### src/verilog/uvr_pkg.sv
package uvr_pkg;

    // ------------------------------------------------------------
    // Response byte layout
    // ------------------------------------------------------------
    localparam int       RESP_MSB  = 7;
    localparam int       RESP_LSB  = 6;
    localparam int       RETRY_MSB = 5;
    localparam int       RETRY_LSB = 3;
    localparam int       DLY_MSB   = 2;
    localparam int       DLY_LSB   = 0;
    localparam logic [7:0] RESP_RESET = 8'h00;

    localparam logic [1:0] RESP_IGNORE  = 2'h0;
    localparam logic [1:0] RESP_RIDE    = 2'h1;
    localparam logic [1:0] RESP_SHUT    = 2'h2;
    localparam logic [1:0] RESP_HOLD    = 2'h3;
    localparam logic [2:0] RETRY_NONE   = 3'h0;
    localparam logic [2:0] RETRY_FOREVER = 3'h7;

    // ------------------------------------------------------------
    // Timing
    // ------------------------------------------------------------
    localparam int       TIMER_W    = 24;
    localparam int       UNIT_W     = 16;

    typedef enum logic [4:0] {
        UVR_RUN   = 5'h01,
        UVR_RIDE  = 5'h02,
        UVR_WAIT  = 5'h04,
        UVR_HOLD  = 5'h08,
        UVR_LATCH = 5'h10
    } uvr_state_e;

    typedef struct packed {
        logic       wr_en;
        logic [7:0] wr_data;
    } uvr_cfg_s;

    typedef struct packed {
        logic       fault;
        logic       clear_faults;
        logic       status_clear;
        logic       output_cmd_on;
        logic       other_fault;
        logic       bias_ok;
    } uvr_evt_s;

    typedef struct packed {
        uvr_state_e         state;
        logic [7:0]         resp;
        logic [2:0]         attempts;
        logic [TIMER_W-1:0] timer;
        logic               cmd_prev;
        logic               out_en;
        logic               latched;
    } uvr_st_s;

endpackage : uvr_pkg

### src/verilog/uvr_fault_response.sv
`timescale 1ns/1ps
// Notes on behaviour
// - Response 00: output keeps running, fault ignored.
// - Response 01: run for programmed delay, then retry behaviour if fault remains.
// - Response 10: disable output at once, then follow retry setting.
// - Response 11: output off while fault present, resumes when fault gone.
// - Retry field bits 5:3 sets restart attempts after fault shutdown.
// - Retry 000: no restart, stay off until fault cleared.
// - Retry 111: retry forever until commanded off, bias lost, other fault.
// - Latched fault cleared by status clear, clear-faults, reset, off/on, bias loss.
// - Delay field n gives 2**n delay units.
// - Retry 1..6: that many restarts spaced by delay, then stay off.
module uvr_fault_response
    import uvr_pkg::*;
(
    // Clock and reset
    input  wire logic                 clk_sys,
    input  wire logic                 srst,
    input  wire logic                 clk_en,
    // Response register access
    input  wire uvr_pkg::uvr_cfg_s    cfg,
    input  wire logic [uvr_pkg::UNIT_W-1:0] delay_unit_cycles,
    output logic [7:0]                resp_rd,
    // Fault and clearing events
    input  wire uvr_pkg::uvr_evt_s    evt,
    // Output control and status
    output logic                      out_en,
    output logic                      fault_latched,
    output logic [2:0]                attempts_used
);
    import uvr_pkg::*;

    // ------------------------------------------------------------
    // State
    // ------------------------------------------------------------
    // Whole block state in one record, registered in one place
    uvr_st_s q;
    uvr_st_s d;

    // ------------------------------------------------------------
    // Delay decode
    // ------------------------------------------------------------
    // Returns the timer load: one less than the delay, as the cycle at zero also counts
    // Zero unit treated as one so a timer never stalls
    // power-of-two delay
    function automatic logic [TIMER_W-1:0] delay_cycles(input logic [2:0] code,
                                                        input logic [UNIT_W-1:0] unit);
        logic [TIMER_W-1:0] base;
        base = {{(TIMER_W-UNIT_W){1'b0}}, unit};
        if (base == '0)
            base = {{(TIMER_W-1){1'b0}}, 1'b1};
        delay_cycles = (base << code) - {{(TIMER_W-1){1'b0}}, 1'b1};
    endfunction : delay_cycles

    // ------------------------------------------------------------
    // Field decode and clear sources
    // ------------------------------------------------------------
    logic [1:0] resp_f;
    logic [2:0] retry_f;
    logic [2:0] dly_f;
    logic       off_edge;
    logic       cleared;
    logic       budget_left;

    always_comb
    begin
        resp_f   = q.resp[RESP_MSB:RESP_LSB];
        retry_f  = q.resp[RETRY_MSB:RETRY_LSB];
        dly_f    = q.resp[DLY_MSB:DLY_LSB];
        off_edge = q.cmd_prev & ~evt.output_cmd_on;
        cleared  = evt.status_clear | evt.clear_faults | off_edge | ~evt.bias_ok;
        budget_left = (retry_f == RETRY_FOREVER) ||
                      (q.attempts < retry_f);
    end

    // ------------------------------------------------------------
    // Next state
    // ------------------------------------------------------------
    // Events act on the state of the last edge only
    always_comb
    begin
        d          = q;
        d.cmd_prev = evt.output_cmd_on;
        if (cfg.wr_en)
            d.resp = cfg.wr_data;
        if (q.timer != '0)
            d.timer = q.timer - {{(TIMER_W-1){1'b0}}, 1'b1};
        unique case (q.state)
            UVR_RUN:
            begin
                d.out_en = evt.output_cmd_on & evt.bias_ok;
                if (evt.fault && q.out_en)
                begin
                    unique case (resp_f)
                        RESP_IGNORE: d.state = UVR_RUN;
                        RESP_RIDE:
                        begin
                            d.state = UVR_RIDE;
                            d.timer = delay_cycles(dly_f, delay_unit_cycles);
                        end
                        RESP_SHUT:
                        begin
                            d.out_en = 1'b0;
                            d.state  = UVR_WAIT;
                            d.timer  = delay_cycles(dly_f, delay_unit_cycles);
                        end
                        RESP_HOLD:
                        begin
                            d.out_en = 1'b0;
                            d.state  = UVR_HOLD;
                        end
                    endcase
                end
            end
            UVR_RIDE:
            begin
                if (!evt.fault)
                    d.state = UVR_RUN;
                else if (q.timer == '0)
                begin
                    d.out_en = 1'b0;
                    d.state  = UVR_WAIT;
                    d.timer  = delay_cycles(dly_f, delay_unit_cycles);
                end
            end
            UVR_WAIT:
            begin
                d.out_en = 1'b0;
                if (!budget_left)
                begin
                    d.state   = UVR_LATCH;
                    d.latched = 1'b1;
                end
                else if (q.timer == '0)
                begin
                    if (retry_f != RETRY_FOREVER)
                        d.attempts = q.attempts + 3'h1;
                    d.out_en = evt.output_cmd_on;
                    d.state  = UVR_RUN;
                end
            end
            UVR_HOLD:
            begin
                d.out_en = 1'b0;
                if (!evt.fault)
                begin
                    d.out_en = evt.output_cmd_on;
                    d.state  = UVR_RUN;
                end
            end
            UVR_LATCH:
            begin
                d.out_en  = 1'b0;
                d.latched = 1'b1;
            end
            default:
            begin
                d.state  = UVR_RUN;
                d.out_en = 1'b0;
            end
        endcase
        // Restart success resets the budget only after a clean run
        if (q.state == UVR_RUN && !evt.fault && q.out_en && q.timer == '0)
            d.attempts = 3'h0;
        // other fault or command off stops retrying
        if ((q.state == UVR_WAIT) && (evt.other_fault || !evt.output_cmd_on))
        begin
            d.state   = UVR_LATCH;
            d.latched = 1'b1;
        end
        // clear latched fault
        // A fresh latch wins over a clear in the same cycle
        if (cleared && q.state != UVR_RUN && !(q.state == UVR_WAIT && d.latched))
        begin
            d.state    = UVR_RUN;
            d.latched  = 1'b0;
            d.attempts = 3'h0;
            d.timer    = '0;
            d.out_en   = 1'b0;
        end
    end

    // ------------------------------------------------------------
    // State register
    // ------------------------------------------------------------
    // Sync reset; enable low freezes everything
    always_ff @(posedge clk_sys)
    begin
        if (srst)
        begin
            q          <= '0;
            q.state    <= UVR_RUN;
            q.resp     <= RESP_RESET;
        end
        else if (clk_en)
            q <= d;
    end

    // ------------------------------------------------------------
    // Outputs
    // ------------------------------------------------------------
    // Plain taps of the state flops, no logic after them
    assign resp_rd       = q.resp;
    assign out_en        = q.out_en;
    assign fault_latched = q.latched;
    assign attempts_used = q.attempts;

endmodule : uvr_fault_response

### config.mk
export PLATFORM = sky130hd
export DESIGN_NAME = uvr_fault_response
export DESIGN_NICKNAME = d
export VERILOG_FILES = /design/src/verilog/uvr_pkg.sv /design/src/verilog/uvr_fault_response.sv
export SDC_FILE = /design/constraint.sdc
export NUM_CORES = 1
export LEC_CHECK = 0
export BUFFER_PORTS_ARGS = -buffer_cell sky130_fd_sc_hd__buf_4
export CORE_ASPECT_RATIO = 1.25
export CORE_UTILIZATION = 54
export CTS_CLUSTER_SIZE = 30
export DETAILED_ROUTE_END_ITERATION = 16
export PLACE_DENSITY_LB_ADDON = 0.05
export SLEW_MARGIN = 20
export SYNTH_ARGS = -nofsm -noshare
export SYNTH_HDL_FRONTEND = slang
export SYNTH_SLANG_ARGS = --single-unit
### constraint.sdc
create_clock -name clk_sys -period 5.3 [get_ports clk_sys]
set_input_delay 1.06 -clock clk_sys [delete_from_list [all_inputs] [get_ports clk_sys]]
set_output_delay 1.06 -clock clk_sys [all_outputs]
set_load 0.005 [all_outputs]
## After elaboration in Yosys (flattened, before gate mapping)

Cells that the tools add are included.

- Register bits: 43
- Bits of input ports: 34
- Output and inout port bits: 13
- Word-level logic and storage cells: 111

- Add/sub/neg operators: 5
- Magnitude comparators: 1
- Equal/unequal tests: 18
- Shift operators: 3
- Muxes and demuxes: 44
- Bitwise logic cells: 7
- Reductions and logical operators: 26

Operators by type and width:

| kind | number |
|---|---|
| 24-bit 2-to-1 mux | 13 |
| 24-bit one-hot mux with 2 select lines | 2 |
| 24-bit by 1-bit subtractor with 24-bit output, second input constant | 4 |
| 24-bit by 3-bit << shifter with 24-bit output | 3 |
| 5-bit 2-to-1 mux | 8 |
| 27-bit 2-to-1 mux | 1 |
| 5-bit one-hot mux with 5 select lines | 1 |
| 24-bit logical NOT | 1 |
| 24-bit nonzero test | 1 |
| 5-bit one-hot mux with 4 select lines | 1 |
| 16-bit logical NOT | 1 |
| 16-bit 2-to-1 mux | 1 |
| 3-bit 2-to-1 mux | 5 |
| 3-bit inequality test, second input constant | 4 |
| 3-bit nonzero test | 4 |
| 1-bit 2-to-1 mux | 9 |
| 1-bit logical AND | 8 |
| 6-bit AND reduction | 1 |
| 5-bit by 1-bit equality test with 1-bit output, second input constant | 1 |
| 5-bit by 2-bit equality test with 1-bit output, second input constant | 1 |
| 5-bit by 3-bit equality test with 1-bit output, second input constant | 1 |
| 5-bit by 4-bit equality test with 1-bit output, second input constant | 1 |
| 5-bit equality test, second input constant | 1 |
| 5-bit by 1-bit inequality test with 1-bit output, second input constant | 1 |
| 22 further kinds | 30 |

## Logic depth before layout (Yosys ltp)

- Word-level depth: 11
- Mapped depth: 12
- Depth with buffers taken out: 10

## Least setup slack after synthesis

Ideal clock, no wire load.

- Kind: input-to-reg
- Start point: in delay_unit_cycles[8] in the netlist's numbering
- End point: reg q[25] in the netlist's numbering
- Library setup time: 132 ps
- Data arrival time: 3423 ps
- Required time: 5168 ps
- Path slack: 1745 ps
- Stages on the path: 10
- Buffers on the path: 1
- Path through: or4_1 -> o41ai_2 -> nand3_1 -> ha_1 -> nor2b_1 -> and3_1 -> clkbuf_1 -> and3_1 -> o21bai_1 -> a21oi_1

- Longest elaborated chain between the ends: 11
- Elaborated cells on any way between the ends: 23
- Classes of those cells: add/sub: 3; shift: 3; mux: 16; reduce/logical: 1

Ends and longest elaborated chain:

| what | RTL line | source |
|---|---|---|
| start, declared | uvr_fault_response.sv:22 | `input wire logic [uvr_pkg::UNIT_W-1:0] delay_unit_cycles,` |
| 16-bit logical NOT | uvr_fault_response.sv:50 | `if (base == '0)` |
| 16-bit 2-to-1 mux * | uvr_fault_response.sv:50 |  |
| 24-bit 2-to-1 mux (on tied branches) | uvr_fault_response.sv:94, uvr_fault_response.sv:119 |  |
| 24-bit 2-to-1 mux (on tied branches) | uvr_fault_response.sv:92, uvr_fault_response.sv:117 |  |
| 24-bit 2-to-1 mux | uvr_fault_response.sv:88 | `unique case (q.state)` |
| 24-bit by 3-bit << shifter with 24-bit output | uvr_fault_response.sv:52 | `delay_cycles = (base << code) - {{(TIMER_W-1){1'b0}}, 1'b1};` |
| 24-bit by 1-bit subtractor with 24-bit output | uvr_fault_response.sv:52 |  |
| 24-bit one-hot mux with 2 select lines / 24-bit 2-to-1 mux (equally long branches) | uvr_fault_response.sv:94, uvr_fault_response.sv:119 |  |
| 24-bit 2-to-1 mux (on tied branches) | uvr_fault_response.sv:92, uvr_fault_response.sv:117 |  |
| 24-bit one-hot mux with 2 select lines * | uvr_fault_response.sv:88 |  |
| 27-bit 2-to-1 mux * | uvr_fault_response.sv:173 | `if (cleared && q.state != UVR_RUN && !(q.state == UVR_WAIT && d.latched))` |
| end, declared | uvr_fault_response.sv:37 | `uvr_st_s q;` |

Mark *: on every way between the ends. The rest lies on a longest branch, timed or not. The select of a mux whose other input is x is not followed.
A chain may end at the register's enable or synchronous reset.

## Final worst setup path

- Start point: in delay_unit_cycles[8] in the netlist's numbering
- End point: reg q[21] in the netlist's numbering

Same word-level chain as after synthesis.

==> reports/results.tsv <==
stage	metric	value	unit
timing	headroom to the max-slew limit	36.9	%
clock_network	Root Buffer Master	sky130_fd_sc_hd__clkbuf_8	
floorplanning	Die Footprint	7980	um2
placed_design	GPL Wtd Cong	0.936	
worst_setup_path	CP max FO	10	
yosys	mean instance size in the synthesized netlist	7.69	um2
timing	post-layout minimum cycle time	3.71	ns
power_and_ir_drop	Static Leakage	1.70	nW
yosys	mapped cell area	4120	um2
worst_setup_path	required time of the critical path	5.48	ns
layout	fin cells	646	
power_and_ir_drop	power density of the placed cells	363	nW/um2
routing	number of violations reported at the end of detailed-routing iteration 0	281	
outcome	result of the run	finished clean	
layout	Util after Layout	61.0	%
timing	setup ws final	1.59	ns
yosys	Area contributors post-synth	sky130_fd_sc_hd__dfxtp_1, sky130_fd_sc_hd__mux4_2, sky130_fd_sc_hd__nand2_1	
routing	via count	4148	
floorplanning	Die Ht	99.6	um
worst_setup_path	crit path capture type	register	
global_routing	pin count of the biggest net entering global routing	37	
floorplanning	Core ar.	7360	um2
layout	highest-count cells in the layout ignoring fill and taps	sky130_fd_sc_hd__nand2_1, sky130_fd_sc_hd__buf_4, sky130_fd_sc_hd__nor2_1	
timing	Pins Over Slew Limit	0	
worst_setup_path	worst setup path start	delay_unit_cycles[8]	
layout	most common library cell in the layout ignoring fill and taps	sky130_fd_sc_hd__nand2_1	
yosys	Post-synth top flop	sky130_fd_sc_hd__dfxtp_1	
yosys	number of synthesized flops with an enable pin	0	
clock_network	CTS tree	built	
routing	via density per instance	6.42	
global_routing	global routing met2 resource utilization	46.2	%
hold_path	Worst Hold Class	reg -> reg	
routing	number of iterations in the first detailed-routing pass	5	
layout	net count reported at finish	598	
placed_design	Post-Place Worst Slack	1.30	ns
global_routing	routing usage on met1	38.9	%
layout	share of post-route cells with drive strength above 1	16.8	%
yosys	Post-Synthesis Cells	535	
layout	signed area change from the synthesized netlist to the final layout	9.09	%
placed_design	cell count after placement	638	
layout	Filler cells	701	
worst_setup_path	origin of the critical flop-to-flop path	resp_rd[1]$_SDFFE_PP0P_	
yosys	post-synthesis cell type with the largest combined area	sky130_fd_sc_hd__dfxtp_1	
yosys	async set-reset flop share out of synthesis	0	%
yosys	register bit count reported by yosys	43	
yosys	synth unique cells	72	
yosys	Synth Warn #	0	
placed_design	I/O Buffers	46	
yosys	sequential-to-total area share from yosys stat	20.9	%
job	max-capacitance violation count	0	
clock_network	clock network latency to the later pin of the worst-skew pair	0.30	ns
yosys	Synth Net Count	580	
yosys	area share of the largest cell type after synthesis	20.9	%
clock_network	hold buffer count at CTS	0	
clock_network	CTS H-tree depth	2	
floorplanning	number of primary I/O pins	47	
layout	diode count	0	
timing	total negative slack for setup checks	0	ns
global_routing	via count of the first global-routing pass	3753	
placed_design	half-perimeter wire length of the detailed placement result	7990	um
global_routing	grt ovf	0	
routing	DRC violation count after routing	0	
routing	final routed wire length divided by cell count	16.6	um
clock_network	clock transition time at the flip-flop clock pins of the worst setup and hold paths	0.09	ns
floorplanning	starting utilization of the core area	55.9	%
timing	final hold violations	0	
timing	period utilisation layout	70.1	%
floorplanning	Die Wd	80.1	um
worst_setup_path	WS Path Type	in -> reg	
clock_network	maximum buffer depth of the clock tree	2	
hold_path	Min-Delay Startpoint	q[9]$_SDFFE_PP0P_	
timing	slew at the pin closest to its max-slew limit	0.939	ns
timing	largest clock skew in the final design	0.0118	ns
clock_network	number of buffers created by CTS	5	
timing	number of endpoints failing setup at the final stage	0	
routing	number of antenna-violating nets in the routed design	0	
timing	setup repair after global routing missed its margin	false	
timing	highest clock frequency the design can meet	269	MHz
global_routing	overall fraction of global-route tracks in use	28.2	%
global_routing	antenna violations before repair	0	
global_routing	layer carrying the most global-route usage	met2	
worst_setup_path	critical path launch point type	input port	
worst_setup_path	arrival time of data at the critical path endpoint	3.89	ns
global_routing	met3 demand-to-capacity share in global routing	2.66	%
clock_network	Post-CTS Setup Repair Bufs	0	
routing	total wire length after detailed routing	10700	um
clock_network	number of gates given a new drive strength after cts	0	
floorplanning	row cnt	35	
clock_network	number of clock sinks	43	
global_routing	global-route wire length before repair	18000	um
power_and_ir_drop	maximum vdd ir drop	0.000287	V
## registers in the layout (all words and copies together) (netlist names)
name and flops:
q 30, resp_rd 8, attempts_used 3, fault_latched 1, out_en 1
## power by group
group          switching [W]  internal [W]
Sequential         0.0000888      0.000403
Combinational       0.000524      0.000403
Clock               0.000118     0.0000924
Total               0.000732      0.000899
## metal layers
layer	wire length (um)	up-vias
met3	545	21
met1	4900	1932
met4	194	0
met5	0	-
li1	-	2038
met2	5100	157
## area by class of cell
class | instances | area, um2 | share of cell area, %
clock buffers | 6 | 72.6 | 1.62
clock inverters | 2 | 12.5 | 0.279
inverters | 16 | 60.1 | 1.34
multi-input cells | 436 | 2990 | 66.5
flip-flops and latches | 43 | 861 | 19.2
well taps | 92 | 115 | 2.56
repair buffers | 51 | 383 | 8.53
## metrics by stage
step | hold WS, ns | power (W) | cell area [um2]
2_1_floorplan | 0.436 | 0.00121 | 4120
3_3_place_gp | 0.457 | 0.00139 | 4400
3_5_place_dp | 0.461 | 0.00140 | 4400
4_1_cts | 0.482 | 0.00162 | 4490
5_1_grt | 0.518 | 0.00178 | 4490
6_report | 0.490 | 0.00163 | 4490
## worst max-delay path, stage by stage
cell and delay, ns:
sky130_fd_sc_hd__buf_4 0.12, sky130_fd_sc_hd__or4_1 0.62, sky130_fd_sc_hd__o41ai_2 0.68, sky130_fd_sc_hd__nand3_1 0.21, sky130_fd_sc_hd__ha_1 0.26, sky130_fd_sc_hd__nor2b_1 0.17, sky130_fd_sc_hd__and3_1 0.32, sky130_fd_sc_hd__nand3_1 0.13
sky130_fd_sc_hd__xor2_1 0.21, sky130_fd_sc_hd__o22ai_1 0.11
## path summary, 6_finish.rpt
| check | end | slack, ns | depth (start not counted) |
|---|---|---|---|
| setup reg to reg | q[17]$_SDFFE_PP0P_ | 1.60 | 9 |
| hold / removal | q[9]$_SDFFE_PP0P_ | 0.49 | 2 |
| setup / recovery | q[21]$_SDFFE_PP0P_ | 1.59 | 10 |
| hold reg to reg | q[9]$_SDFFE_PP0P_ | 0.49 | 2 |
## Yosys cell counts (all sizes together), types with 6 or more instances
master / number
inv: 16
nor2: 44
clkbuf: 19
o22ai: 6
xnor2: 14
or3: 6
mux2: 7
a21oi: 38
mux4: 11
o21ai: 36
nor3: 20
ha: 11
mux2i: 19
dfxtp: 43
o211ai: 9
o31ai: 6
a31oi: 6
or4: 10
nand4: 8
nand2: 54
buf: 21
a22oi: 8
and3: 6
nor4: 9
nor2b: 8
nand3: 22
xor2: 8
## cells by family after synthesis
logic type | share of synthesized area (%)
AO/OA/AOI/OAI | 24.8
XOR/XNOR | 4.68
adder cells (fa/ha/maj) | 3.34
buffers and inverters | 6.54
flip-flops | 20.9
multiplexers | 12.6
AND/OR/NAND/NOR | 27.1
(Power assumes the default switching activity.)
